--- src/bstap_cfg.svh ---
`ifndef BSTAP_CFG_SVH
`define BSTAP_CFG_SVH

// ----------------------------------------
// Register lengths
// ----------------------------------------
`define BSTAP_IR_LEN 10
`define BSTAP_ID_LEN 32
`define BSTAP_CELL_BITS 3
`define BSTAP_NPINS 8
`define BSTAP_BUF_DEPTH 2

// ----------------------------------------
// Instruction codes and capture values
// ----------------------------------------
`define BSTAP_OP_EXTEST 10'h00F
`define BSTAP_OP_SAMPLE 10'h005
`define BSTAP_OP_BYPASS 10'h3FF
`define BSTAP_OP_IDCODE 10'h006
`define BSTAP_OP_CLAMP 10'h00A
`define BSTAP_OP_HIGHZ 10'h00B
`define BSTAP_IR_CAPTURE 10'h001
// Identification value is arbitrary
`define BSTAP_ID_VALUE 32'h00001001

`endif

--- src/bstap_pkg.sv ---
`include "bstap_cfg.svh"

package bstap_pkg;

  // ----------------------------------------
  // Controller states and data path choice
  // ----------------------------------------
  typedef enum logic [3:0] {
    TLR, RTI, SEL_DR, CAP_DR, SH_DR, EX1_DR, PAU_DR, EX2_DR, UPD_DR,
    SEL_IR, CAP_IR, SH_IR, EX1_IR, PAU_IR, EX2_IR, UPD_IR
  } bstap_state_e;

  typedef enum logic [1:0] {DR_BYP, DR_ID, DR_BSR} bstap_dr_e;

  // Test pins travel together through the synchroniser
  typedef struct packed {
    logic tck;
    logic tms;
    logic tdi;
  } bstap_pins_s;

  // One loaded instruction handed to the core
  typedef struct packed {
    logic [`BSTAP_IR_LEN-1:0] code;
  } bstap_ir_s;

endpackage : bstap_pkg

--- src/bstap_top.sv ---
`timescale 1ns/10ps
`include "bstap_cfg.svh"

module bstap_top import bstap_pkg::*; #(
  parameter int NPINS = `BSTAP_NPINS
) (
  input wire logic i_mclk, // System clock, 200 MHz
  input wire logic i_rst, // Power-up reset, sync, high
  input wire logic i_tck, // Test clock pin
  input wire logic i_tms, // Test mode select pin
  input wire logic i_tdi, // Test data in pin
  output logic o_tdo, // Test data out
  output logic o_tdo_oe_n, // Test data out enable, low drives
  input wire logic i_cfg_busy, // Configuration via test port active
  input wire logic [NPINS-1:0] i_core_out, // Core output values
  input wire logic [NPINS-1:0] i_core_oe, // Core output enables, high drives
  output logic [NPINS-1:0] o_core_in, // Pin values toward the core
  input wire logic [NPINS-1:0] i_pin_in, // User pin levels
  output logic [NPINS-1:0] o_pin_out, // User pin output values
  output logic [NPINS-1:0] o_pin_oe_n, // User pin enables, low drives
  output logic o_ir_valid, // Loaded instruction available
  output logic [`BSTAP_IR_LEN-1:0] o_ir_code, // Loaded instruction
  input wire logic i_ir_ready, // Core takes the instruction
  output logic o_tap_reset // Controller in test-logic-reset
);

  localparam int BSR_LEN = `BSTAP_CELL_BITS * NPINS;
  localparam int IRL = `BSTAP_IR_LEN;
  localparam int IDL = `BSTAP_ID_LEN;
  localparam int SW = 3 + NPINS;

  // ----------------------------------------
  // Pin synchroniser, three stages
  // ----------------------------------------
  logic [SW-1:0] s1_r, s2_r, s3_r, flt_r, flt_nxt;
  bstap_pins_s pins;
  logic [NPINS-1:0] pin_lvl;
  logic tck_rise, tck_fall;

  // A level moves only once stages two and three agree; stage one feeds stage two only
  always_comb begin
    flt_nxt = (s2_r & s3_r) | (flt_r & (s2_r | s3_r));
  end

  always_ff @(posedge i_mclk) begin
    if (i_rst) begin
      s1_r <= '0;
      s2_r <= '0;
      s3_r <= '0;
      flt_r <= '0;
    end else begin
      s1_r <= {i_tck, i_tms, i_tdi, i_pin_in};
      s2_r <= s1_r;
      s3_r <= s2_r;
      flt_r <= flt_nxt;
    end
  end

  assign pins = flt_r[SW-1 -: 3];
  assign pin_lvl = flt_r[NPINS-1:0];
  assign tck_rise = s2_r[SW-1] & s3_r[SW-1] & ~flt_r[SW-1];
  assign tck_fall = ~s2_r[SW-1] & ~s3_r[SW-1] & flt_r[SW-1];

  // ----------------------------------------
  // Controller and shift registers
  // ----------------------------------------
  bstap_state_e st_r, st_nxt;
  logic [IRL-1:0] ir_r, ir_nxt, irs_r, irs_nxt;
  logic [IDL-1:0] ids_r, ids_nxt;
  logic [BSR_LEN-1:0] bsr_r, bsr_nxt, upd_r, upd_nxt;
  logic byp_r, byp_nxt;
  logic adv, push, buf_in_rdy;
  bstap_dr_e sel;
  logic [BSR_LEN-1:0] cap_vec;

  // Unknown codes fall back to bypass so the chain never breaks
  function automatic bstap_dr_e dr_pick(input logic [IRL-1:0] op);
    bstap_dr_e d;
    d = DR_BYP;
    case (op)
      `BSTAP_OP_IDCODE: d = DR_ID;
      `BSTAP_OP_EXTEST, `BSTAP_OP_SAMPLE: d = DR_BSR;
      default: d = DR_BYP;
    endcase
    return d;
  endfunction : dr_pick

  assign sel = dr_pick(ir_r);

  // Per pin capture order: input, enable, output, input nearest data-out end
  for (genvar k = 0; k < NPINS; k++) begin : g_cap
    assign cap_vec[3*k] = pin_lvl[k];
    assign cap_vec[3*k+1] = i_core_oe[k];
    assign cap_vec[3*k+2] = i_core_out[k];
  end

  // Update-IR waits while the instruction buffer is full, so no code is lost
  assign adv = tck_rise & ~(st_r == UPD_IR && !buf_in_rdy);
  assign push = adv & (st_r == UPD_IR);

  always_comb begin
    st_nxt = st_r;
    ir_nxt = ir_r;
    irs_nxt = irs_r;
    ids_nxt = ids_r;
    bsr_nxt = bsr_r;
    upd_nxt = upd_r;
    byp_nxt = byp_r;
    if (adv) begin
      unique case (st_r)
        TLR: st_nxt = pins.tms ? TLR : RTI;
        RTI: st_nxt = pins.tms ? SEL_DR : RTI;
        SEL_DR: st_nxt = pins.tms ? SEL_IR : CAP_DR;
        CAP_DR: st_nxt = pins.tms ? EX1_DR : SH_DR;
        SH_DR: st_nxt = pins.tms ? EX1_DR : SH_DR;
        EX1_DR: st_nxt = pins.tms ? UPD_DR : PAU_DR;
        PAU_DR: st_nxt = pins.tms ? EX2_DR : PAU_DR;
        EX2_DR: st_nxt = pins.tms ? UPD_DR : SH_DR;
        UPD_DR: st_nxt = pins.tms ? SEL_DR : RTI;
        SEL_IR: st_nxt = pins.tms ? TLR : CAP_IR;
        CAP_IR: st_nxt = pins.tms ? EX1_IR : SH_IR;
        SH_IR: st_nxt = pins.tms ? EX1_IR : SH_IR;
        EX1_IR: st_nxt = pins.tms ? UPD_IR : PAU_IR;
        PAU_IR: st_nxt = pins.tms ? EX2_IR : PAU_IR;
        EX2_IR: st_nxt = pins.tms ? UPD_IR : SH_IR;
        UPD_IR: st_nxt = pins.tms ? SEL_DR : RTI;
      endcase
      unique case (st_r)
        TLR: ir_nxt = `BSTAP_OP_IDCODE;
        CAP_IR: irs_nxt = `BSTAP_IR_CAPTURE;
        SH_IR: irs_nxt = {pins.tdi, irs_r[IRL-1:1]};
        UPD_IR: ir_nxt = irs_r;
        CAP_DR: begin
          byp_nxt = 1'b0;
          ids_nxt = `BSTAP_ID_VALUE;
          if (sel == DR_BSR) begin
            bsr_nxt = cap_vec;
          end
        end
        SH_DR: begin
          byp_nxt = pins.tdi;
          if (sel == DR_ID) begin
            ids_nxt = {pins.tdi, ids_r[IDL-1:1]};
          end
          if (sel == DR_BSR) begin
            bsr_nxt = {pins.tdi, bsr_r[BSR_LEN-1:1]};
          end
        end
        UPD_DR: begin
          if (sel == DR_BSR) begin
            upd_nxt = bsr_r;
          end
        end
        default: begin
        end
      endcase
      // Every way into reset reloads identification, so reset never keeps an old mode
      if (st_nxt == TLR) begin
        ir_nxt = `BSTAP_OP_IDCODE;
      end
    end
  end

  // Only power-up and the mode-select walk reset the test logic; no test reset pin
  always_ff @(posedge i_mclk) begin
    if (i_rst) begin
      st_r <= TLR;
      ir_r <= `BSTAP_OP_IDCODE;
      irs_r <= '0;
      ids_r <= '0;
      bsr_r <= '0;
      upd_r <= '0;
      byp_r <= 1'b0;
    end else begin
      st_r <= st_nxt;
      ir_r <= ir_nxt;
      irs_r <= irs_nxt;
      ids_r <= ids_nxt;
      bsr_r <= bsr_nxt;
      upd_r <= upd_nxt;
      byp_r <= byp_nxt;
    end
  end

  // ----------------------------------------
  // Test data out on falling test clock
  // ----------------------------------------
  logic tdo_r, tdo_nxt, tdo_oe_n_r, tdo_oe_n_nxt;
  logic shifting;

  assign shifting = (st_r == SH_IR) || (st_r == SH_DR);

  always_comb begin
    tdo_nxt = tdo_r;
    tdo_oe_n_nxt = tdo_oe_n_r;
    if (tck_fall) begin
      tdo_oe_n_nxt = ~shifting;
      if (st_r == SH_IR) begin
        tdo_nxt = irs_r[0];
      end else if (st_r == SH_DR) begin
        unique case (sel)
          DR_ID: tdo_nxt = ids_r[0];
          DR_BSR: tdo_nxt = bsr_r[0];
          DR_BYP: tdo_nxt = byp_r;
        endcase
      end
    end
  end

  always_ff @(posedge i_mclk) begin
    if (i_rst) begin
      tdo_r <= 1'b0;
      tdo_oe_n_r <= 1'b1;
    end else begin
      tdo_r <= tdo_nxt;
      tdo_oe_n_r <= tdo_oe_n_nxt;
    end
  end

  assign o_tdo = tdo_r;
  assign o_tdo_oe_n = tdo_oe_n_r;
  assign o_tap_reset = (st_r == TLR);

  // ----------------------------------------
  // User pin control
  // ----------------------------------------
  logic ext, hiz;
  logic [NPINS-1:0] pout_r, pout_nxt, poe_n_r, poe_n_nxt, cin_r, cin_nxt;

  // Test logic leaves pins alone in reset, so normal operation continues
  assign ext = (st_r != TLR) && (ir_r == `BSTAP_OP_EXTEST || ir_r == `BSTAP_OP_CLAMP);
  assign hiz = i_cfg_busy || ((st_r != TLR) && ir_r == `BSTAP_OP_HIGHZ);

  for (genvar k = 0; k < NPINS; k++) begin : g_pin
    assign pout_nxt[k] = ext ? upd_r[3*k+2] : i_core_out[k];
    assign poe_n_nxt[k] = hiz | (ext ? ~upd_r[3*k+1] : ~i_core_oe[k]);
    assign cin_nxt[k] = ext ? upd_r[3*k] : pin_lvl[k];
  end

  always_ff @(posedge i_mclk) begin
    if (i_rst) begin
      pout_r <= '0;
      poe_n_r <= '1;
      cin_r <= '0;
    end else begin
      pout_r <= pout_nxt;
      poe_n_r <= poe_n_nxt;
      cin_r <= cin_nxt;
    end
  end

  assign o_pin_out = pout_r;
  assign o_pin_oe_n = poe_n_r;
  assign o_core_in = cin_r;

  // ----------------------------------------
  // Two-entry instruction buffer toward the core
  // ----------------------------------------
  localparam int DEPTH = `BSTAP_BUF_DEPTH;
  bstap_ir_s mem_r [DEPTH];
  bstap_ir_s mem_nxt [DEPTH];
  logic wp_r, wp_nxt, rp_r, rp_nxt;
  logic [1:0] cnt_r, cnt_nxt;
  logic pop;

  assign buf_in_rdy = (cnt_r != 2'(DEPTH));
  assign pop = o_ir_valid & i_ir_ready;

  always_comb begin
    mem_nxt = mem_r;
    wp_nxt = wp_r;
    rp_nxt = rp_r;
    cnt_nxt = cnt_r;
    if (push) begin
      mem_nxt[wp_r] = '{code: irs_r};
      wp_nxt = ~wp_r;
    end
    if (pop) begin
      rp_nxt = ~rp_r;
    end
    cnt_nxt = cnt_r + 2'(push) - 2'(pop);
  end

  always_ff @(posedge i_mclk) begin
    if (i_rst) begin
      mem_r <= '{default: '0};
      wp_r <= 1'b0;
      rp_r <= 1'b0;
      cnt_r <= 2'h0;
    end else begin
      mem_r <= mem_nxt;
      wp_r <= wp_nxt;
      rp_r <= rp_nxt;
      cnt_r <= cnt_nxt;
    end
  end

  assign o_ir_valid = (cnt_r != 2'h0);
  assign o_ir_code = mem_r[rp_r].code;

endmodule : bstap_top

--- config.mk ---
export PLATFORM = sky130hd
export DESIGN_NAME = bstap_top
export DESIGN_NICKNAME = d
export VERILOG_FILES = /design/src/bstap_pkg.sv /design/src/bstap_top.sv
export VERILOG_INCLUDE_DIRS = /design/src /design/src/src
export SDC_FILE = /design/constraint.sdc
export NUM_CORES = 1
export LEC_CHECK = 0
export BUFFER_PORTS_ARGS = -buffer_cell sky130_fd_sc_hd__buf_2
export CORE_MARGIN = 2
export CORE_UTILIZATION = 62
export CTS_BUF_LIST = sky130_fd_sc_hd__clkbuf_8
export DETAILED_ROUTE_END_ITERATION = 7
export PLACE_DENSITY = 0.93
export SLEW_MARGIN = 20
export SYNTH_ARGS = -nofsm -noshare
export SYNTH_HDL_FRONTEND = slang
export SYNTH_SLANG_ARGS = --single-unit
--- constraint.sdc ---
create_clock -name i_mclk -period 3.27 [get_ports i_mclk]
set_clock_uncertainty 0.2 [all_clocks]
set_input_delay 0.981 -clock i_mclk [delete_from_list [all_inputs] [get_ports i_mclk]]
set_output_delay 0.981 -clock i_mclk [all_outputs]
set_load 0.005 [all_outputs]
; ---- Word level (Yosys, flattened, before mapping)
; Cells that the tools add are included.
[word_totals]
register_bits = 199
input_bits = 31
[op_classes]
n_addsub = 2
order_cmp = 3
eq_ne = 26
muxes = 57
bitwise_logic = 44
reduce_logical = 28
[op_table]
columns = op, n
row1 = $pmux 32 s2, 1
row2 = $mux 10, 5
row3 = $mux 24, 2
row4 = $pmux 24 s2, 1
row5 = $pmux 4 s12, 1
row6 = $pmux 10 s2, 2
row7 = $eq 4x4->1 const B, 8
row8 = $mux 32, 1
row9 = $eq 10x4->1 const B, 3
row10 = $mux 1, 29
row11 = $not 1->1, 23
row12 = $and 11x11->11, 2
row13 = $or 11x11->11, 2
row14 = $bwmux 20, 1
row15 = $eq 10x3->1 const B, 2
row16 = $mux 4, 5
row17 = $eq 4x3->1 const B, 4
row18 = $demux 10 s1, 1
row19 = $eq 4x2->1 const B, 2
row20 = $logic_not 4->1, 2
row21 = $ne 2x2->1 const B, 4
row22 = $or 1x1->1, 8
row23 = $reduce_and 2->1, 4
row24 = $reduce_bool 2->1, 4
row25 = 24 further kinds, 43

; ---- Depth between registers and ports, before layout
; Gate-level depths: netlist of the first run.
[logic_depth]
ltp_word = 9
ltp_mapped = 8

; ---- Least setup slack after synthesis of the first run
; Ideal clock, no wire load.
[synth_timing]
path_type = reg-to-reg
startpoint = register ir_r[9]
endpoint = register bsr_r[10]
setup_time_ps = 133
arrival_time_ps = 2023
path_slack_ps = 914
path_stages_with_launch = 8
n_path_buf = 3
synth_period_minus_slack_ps = 2356
cell_sequence = dfxtp_1 or4_1 buf_2 or4_1 buf_2 nor3_4 buf_6 a311oi_1
[synth_between]
elab_chain_cells = 6
elab_cells_between_ends = 9
classes_between = 6 x eq/ne / 1 x mux / 2 x reduce/logical
[synth_lines]
columns = item, line
row1 = start: declaration, bstap_top.sv:68  ; logic [IRL-1:0] ir_r, ir_nxt, irs_r, irs_nxt;
row2 = start signal: assignment, bstap_top.sv:168  ; ir_r <= `BSTAP_OP_IDCODE;
row3 = start signal: assignment, bstap_top.sv:176  ; ir_r <= ir_nxt;
row4 = $eq 10x4->1 / $eq 10x3->1 (equally long branches), bstap_top.sv:80  ; case (op)
row5 = $reduce_or 2->1, bstap_top.sv:80
row6 = $pmux 2 s2 (*), bstap_top.sv:80
row7 = $eq 2x2->1 (*), "bstap_top.sv:136, bstap_top.sv:145"
row8 = $ne 2x2->1 (no source line), --
row9 = $reduce_and 4->1 (no source line) (*), --
row10 = end signal: assignment, bstap_top.sv:179  ; bsr_r <= bsr_nxt;
row11 = end: declaration, bstap_top.sv:70  ; logic [BSR_LEN-1:0] bsr_r, bsr_nxt, upd_r, upd_nxt;
; Every way passes the cells marked *; elsewhere a longest branch is shown, timed or not.
; A chain may end at the register's enable or synchronous reset.

; ---- Worst setup path after layout of the first run
[layout_timing]
startpoint = register rp_r
endpoint = output o_ir_code[4]
[layout_between]
elab_chain_cells = 4
[layout_lines]
columns = item, line
row1 = start: declaration, bstap_top.sv:262  ; logic wp_r, wp_nxt, rp_r, rp_nxt;
row2 = start signal: assignment, bstap_top.sv:293  ; rp_r <= rp_nxt;
row3 = $not 1->2 (not written as such), bstap_top.sv:299  ; assign o_ir_code = mem_r[rp_r].code;
row4 = $mux 10 (not written as such) (3 in a row), bstap_top.sv:299
row5 = end: declaration, bstap_top.sv:22  ; output logic [`BSTAP_IR_LEN-1:0] o_ir_code,
; Every way passes these cells. The select of a mux whose other input is x is not followed.

==> out/results.ini, run 1 <==
[run_status]
status=finished clean

[pwr]
p_switching_mw=0.944
p_leak_nw=3.26
p_int_mw=3.40
clkPwrFrac_pct=39.3
power_frac_seq_pct=57.0
p_sw_share_pct=21.7
power_density_mw_per_mm2=478
peakVddDrop_mv=0.491
power_frac_comb_pct=3.7

[clocking]
cts-root-buf=clkbuf_8
numClockSinks=199
cts_hold_buf=0
cts.htree.levels=4
cts.clk_slew.worst_paths_ns=0.09
clk_latency_ns=0.49
cts_resized=0
cts_made_buffers=17
cts_tree=yes
cts.path.max_buffers=2
cts_setup_buffers=0

[floorplanning]
die_h_um=119
start_util_pct=62.7
rows=42
coreArea_mm2=0.0131
die_x_um=119
io_pins=69
die_area_mm2=0.0142

[routing]
vias_per_cell=6.17
drc=0
dr.pass1.iters=7
wirelength_um=18900
drtAntennaViolNets=0
drt_iter0_markers=785
wl_per_cell_um=16.4
vias=7099

[global_routing]
grt_pass1_vias=6369
grt-ovfl-total=0
grt_antenna_before_repair=0
grt_pass1_wl_um=30900
grt_max_degree=98
grt_usage_pct=26.7

[setup_path]
rr_worst_depth=5
worst_setup_path_end_kind=output port
worstSetupPathType=flip-flop to output port
cp.required_ns=2.09
crit_path_top_delay_cell=dfxtp_1
cpPeakStageDelay_ns=0.66
cp-start-kind=flip-flop
reg2reg_slack_ns=0.64
r2r-end=o_core_in[3]
crit_fanout=11
critPathArrivalTime_ns=1.68
cp_cell_sequence=mux2_2 -> buf_2
r2r_start=st_r[3]

[synth]
ys_top_cells_by_area=dfxtp_1 49%, o21ai_0 5.6%, mux2i_1 3.9%
synth_edf_count=0
synthDistinctLibCells=58
yosys.area.top_type=dfxtp_1
synth_seq_area_share_pct=48.6
avgSynthCellArea_um2=8.71
syn_area_mm2=0.00820
ys_ff_latch=199
synth_cells=941
synth_top_area_share_pct=48.6
ys.flop_type=dfxtp_1
synthArstFlopShare_pct=0
yosysMostFrequentCell=dfxtp_1
netlist_top_cells_count=199 x dfxtp_1, 92 x o21ai_0, 71 x nor2_1, 68 x nand2_1, 66 x clkbuf_1
synthesis.nets=974
yosysWarnings=0

[timing]
layout_setup_ws_ns=0.413
fin_tns_setup_ns=0
finalHoldViolCount=0
period_needed_ns=2.86
slew_headroom_pct=43.3
slew_violations=0
fmax_mhz=350
setup_viol=0
min_period_over_period_pct=87.4
rsz0062_at_grt=no
worst_pin_slew_ns=0.848

[place]
gp_congestion=0.842
hpwl_um=11700
portBuffers=68
dp_slack_ns=0.610

[final_layout]
drive_gt1_share_pct=15.7
nNetsFinal=994
diodes=0
fillers=974
syn2layout_area_growth_pct=10.9
utilization_pct=69.5

[min_path]
min_to=s2_r[5]
worstHoldStart=s1_r[5]
hold_path_depth=1
min_path_type=flip-flop to flip-flop

[run]
maxCapViolations=0

[critical path: cells and delay by family (launching register included)]
| kind | cells | cell delay, ns |
|---|---|---|
| mux | 1 | 0.40 |
| buf+inv | 1 | 0.13 |
| flops | 1 | 0.66 |
[final cells by class]
| class | count | area, µm² | area share (%) |
|---|---|---|---|
| clock buffer | 19 | 262 | 2.88 |
| clock inverter | 13 | 176 | 1.94 |
| timing repair buffer | 93 | 543 | 5.97 |
| sequential | 199 | 3980 | 43.8 |
| tap | 176 | 220 | 2.42 |
| multi-input combinational | 638 | 3860 | 42.5 |
| inverter | 12 | 45.0 | 0.495 |
[metal layers]
layer / vias up / routed length [µm] / GRT usage [%]
li1: 3351 / - / -
met1: 3367 / 7650 / 34.2
met2: 335 / 9210 / 43.1
met3: 46 / 1510 / 7.61
met4: 0 / 476 / 9.97
met5: - / 0 / 0
[layout by cell type (no fill, tap or decap), drive strengths merged, types with 4 or more instances in the layout]
master,n
a31oi,25
xnor2,4
nor2,71
clkinv,4
or4,4
nor4,5
o21ai,94
a311oi,25
buf,93
and3,10
a22oi,9
mux2i,32
inv,15
a21boi,8
a21oi,61
nor2b,40
bufinv,4
nand4,29
nand2b,40
nand3,45
mux2,12
nand3b,9
nor3,5
nand2,68
dfxtp,199
clkbuf,19
[through the flow]
step | instance area, µm² | hold WS, ns | total power, mW | std cells
3_5_place_dp | 8650 | 0.229 | 2.69 | 1118
3_3_place_gp | 8650 | 0.216 | 2.68 | 1118
4_1_cts | 9090 | 0.250 | 4.35 | 1150
2_1_floorplan | 8200 | 0.214 | 2.63 | 941
5_1_grt | 9090 | 0.260 | 4.47 | 1150
6_report | 9090 | 0.246 | 4.34 | 1150
[registers in the layout, indices dropped and copies added (netlist names), 8 cells and up]
register	flops
bsr_r	24
flt_r	11
ids_r	32
ir_r	10
irs_r	10
mem_r	20
o_core_in	8
o_pin_oe_n	8
o_pin_out	8
s1_r	11
s2_r	11
s3_r	11
upd_r	24
[power groups by stage]
stage	logic (mW)	registers, mW	clock network [mW]
after floorplan	0.107	2.52	0
after detailed placement	0.159	2.53	0
after CTS	0.159	2.48	1.72
after global placement	0.152	2.53	0
final	0.159	2.48	1.71
after global routing	0.175	2.48	1.81
[cells by family after synthesis]
kind of cell	count (synthesis)	synth area share [%]
flip-flops	199	48.6
XOR/XNOR	7	0.748
AND/OR/NAND/NOR	342	21.9
buffers and inverters	104	5.17
AO/OA/AOI/OAI	243	17.7
adder cells (fa/ha/maj)	2	0.305
multiplexers	44	5.55
[how the worst max path moves through the flow]
stage / from / endpoint / cells past startpoint
2_1_floorplan: ir_r[9] / bsr_r[10] / 7
3_3_place_gp: i_rst / bsr_r[14] / 4
3_5_place_dp: st_r[3] / irs_r[8] / 4
4_1_cts: rp_r / o_ir_code[4] / 2
5_1_grt: rp_r / o_ir_code[0] / 2
6_report: rp_r / o_ir_code[4] / 2
Power figures use the tool's default switching activity.
==> run 2: changes to the inputs <==
Settings changed: ABC_AREA from default to 1, CORE_UTILIZATION 62 to 61, PLACE_DENSITY 0.93 to 0.92.
==> run 2 against run 1 <==
Synthesized cell count is 7.1% higher. Combinational power is 8% higher. Flip-flop and latch count stayed put. Via count is 6.7% lower. Largest cell class unchanged. Clock power is 11% lower. Critical path type unchanged. Count of clock-buffer cells in the layout is 2 higher. Routed wire length is 16% lower. Core utilization is 1.2 points lower. Global-route usage is 2.1 points lower.
==> out/results.ini, run 2 <==
[run_status]
status=finished clean

[synth]
ys_ff_latch=199  ; unchanged
avgSynthCellArea_um2=7.72  ; -11%
synth_cells=1008  ; +7.1%
yosysWarnings=0  ; unchanged
synthesis.nets=1041  ; +6.9%
yosysMostFrequentCell=dfxtp_1
netlist_top_cells_count=199 x dfxtp_1, 173 x nand2_1, 120 x a21oi_1, 118 x inv_1, 101 x o21ai_0
synthDistinctLibCells=34  ; -41%
synthArstFlopShare_pct=0  ; unchanged
ys.flop_type=dfxtp_1
syn_area_mm2=0.00778  ; -5.1%
synth_edf_count=0  ; unchanged
synth_seq_area_share_pct=51.2  ; +2.6 points
ys_top_cells_by_area=dfxtp_1 51%, nand2_1 8.3%, a21oi_1 7.7%
synth_top_area_share_pct=51.2  ; +2.6 points
yosys.area.top_type=dfxtp_1

[clocking]
clk_latency_ns=0.47  ; -0.02 ns
cts_made_buffers=17  ; unchanged
cts.clk_slew.worst_paths_ns=0.09  ; about the same
cts-root-buf=clkbuf_8
cts_resized=0  ; unchanged
cts_setup_buffers=0  ; unchanged
cts.htree.levels=4  ; unchanged
cts.path.max_buffers=2  ; unchanged
cts_tree=yes
cts_hold_buf=0  ; unchanged
numClockSinks=199  ; unchanged

[global_routing]
grt-ovfl-total=0  ; unchanged
grt_antenna_before_repair=0  ; unchanged
grt_pass1_vias=6013  ; -5.6%
grt_max_degree=70  ; -29%
grt_pass1_wl_um=26900  ; -13%
grt_usage_pct=24.6  ; -2.1 points

[routing]
vias=6625  ; -6.7%
wirelength_um=15900  ; -16%
dr.pass1.iters=5  ; -2
drtAntennaViolNets=0  ; unchanged
wl_per_cell_um=12.9  ; -22%
drc=0  ; unchanged
drt_iter0_markers=530  ; -32%
vias_per_cell=5.36  ; -13%

[timing]
fmax_mhz=365  ; +4.4%
setup_viol=0  ; unchanged
finalHoldViolCount=0  ; unchanged
whs_ns=0.200  ; -0.0468 ns
period_needed_ns=2.74  ; -0.120 ns
worst_pin_slew_ns=0.725  ; -0.123 ns
slew_violations=0  ; unchanged
rsz0062_at_grt=no
min_period_over_period_pct=83.7  ; -3.7 points
fin_tns_setup_ns=0  ; unchanged
slew_headroom_pct=51.7  ; +8.4 points

[final_layout]
layout_commonest_cell=dfxtp_1
syn2layout_area_growth_pct=9.87
drive_gt1_share_pct=14.1  ; -1.6 points
diodes=0  ; unchanged
top_register=ids_r
final_cell_mix=199 x dfxtp_1, 173 x nand2_1, 120 x a21oi_1
design_area_mm2=0.00855  ; -6.0%
stdcell_count=1235  ; +7.4%
largest_register_ffs=32  ; unchanged
nNetsFinal=1084  ; +9.1%
top_regs=ids_r: 32 flops, bsr_r: 24 flops, upd_r: 24 flops

[setup_path]
critPathTopFamily=simple AND/OR/NAND/NOR gates
crit_fanout=6  ; -5
cpPeakStageDelay_ns=0.39  ; -0.27 ns
worstSetupPathType=flip-flop to output port
cp.required_ns=2.09  ; about the same
cp_cell_sequence=nor2_1 -> nand2_1 -> inv_1 -> buf_2
critPathArrivalTime_ns=1.56  ; -0.12 ns
crit_buf_inv=2  ; +1
worst_setup_path_end_kind=output port
crit_path_top_delay_cell=dfxtp_1
cp-start-kind=flip-flop

[place]
gp_congestion=0.829  ; -1.5%
portBuffers=68  ; unchanged
placedCellCount=1204  ; +7.7%
placed_area_mm2=0.00817  ; -5.6%
hpwl_um=10100  ; -14%

[floorplanning]
io_pins=69  ; unchanged
die_h_um=117  ; -1.7%
start_util_pct=62.2  ; -0.50 points
die_x_um=117  ; -1.7%
coreArea_mm2=0.0125  ; -4.3%
die_area_mm2=0.0137  ; -3.4%
rows=41  ; -2.4%

[pwr]
p_leak_nw=3.44  ; +5.7%
power_frac_comb_pct=4.1  ; +0.4 points
power_density_mw_per_mm2=486  ; +1.8%
p_int_mw=3.20  ; -5.8%
clkPwrFrac_pct=36.5  ; -2.8 points
power_frac_seq_pct=59.4  ; +2.4 points
p_sw_share_pct=23.0  ; +1.3 points
p_switching_mw=0.957  ; +1.4%
p_total_mw=4.16  ; -4.2%
peakVddDrop_mv=0.295  ; -40%

[run]
maxCapViolations=0  ; unchanged

[min_path]
min_path_type=flip-flop to flip-flop

## run 2: cells by family (layout without fill, tap and decap cells)
kind of cell / after synthesis / after routing / synth area share [%]
AND/OR/NAND/NOR: 356 / 356 / 19.1
buffers and inverters: 180 / 235 / 9.45
flip-flops: 199 / 199 / 51.2
adder cells (fa/ha/maj): 2 / 2 / 0.322
AO/OA/AOI/OAI: 270 / 270 / 19.8
XOR/XNOR: 1 / 1 / 0.113
## run 2: routing by layer
layer	track usage, %	wire, µm	share of wire, %	up-vias
met3	4.89	811	5.1	34
met2	39.7	7440	47	188
met5	0	0	0	-
met4	11.1	380	2.4	0
li1	-	-	-	3344
met1	32.1	7260	46	3059
## run 2: power by group through the flow
stage / clock [mW] / sequential [mW] / combinational, mW
4_1_cts: 1.54 / 2.47 / 0.171
5_1_grt: 1.62 / 2.47 / 0.196
3_3_place_gp: 0 / 2.52 / 0.163
3_5_place_dp: 0 / 2.52 / 0.168
6_report: 1.52 / 2.47 / 0.171
2_1_floorplan: 0 / 2.52 / 0.105
## run 2: worst paths after layout
check                           startpoint  cells past startpoint  slack, ns     endpoint
worst max-delay path               st_r[0]                      4       0.53  o_tap_reset
worst min-delay path               s1_r[8]                      2       0.20      s2_r[8]
worst max register to register     st_r[0]                      9       0.80    mem_r[18]
worst min register to register     s1_r[8]                      2       0.20      s2_r[8]
## run 2: per-stage QoR
step	utilization, %	worst slack, ns
floorplan	-	1.08
global placement	65.2	0.858
detailed placement	65.2	0.815
CTS	68.3	0.509
global route	68.3	0.391
finish	68.3	0.532
## run 2: cell type report
cell class / count / area [µm²]
Clock buffer: 21 / 289
Clock inverter: 10 / 95.1
Fill cell: 1004 / 3970
Inverter: 123 / 464
Multi-Input combinational cell: 629 / 3060
Sequential cell: 199 / 3980
Tap cell: 172 / 215
Timing Repair Buffer: 81 / 440
## run 2: worst reg2reg max path, delay by kind of cell (launching register included)
family	cells	cell delay (ns)
AOI/OAI and AO/OA	2	0.37
buffers and inverters	1	0.31
DFF	1	0.39
and+or+nand+nor	6	1.16
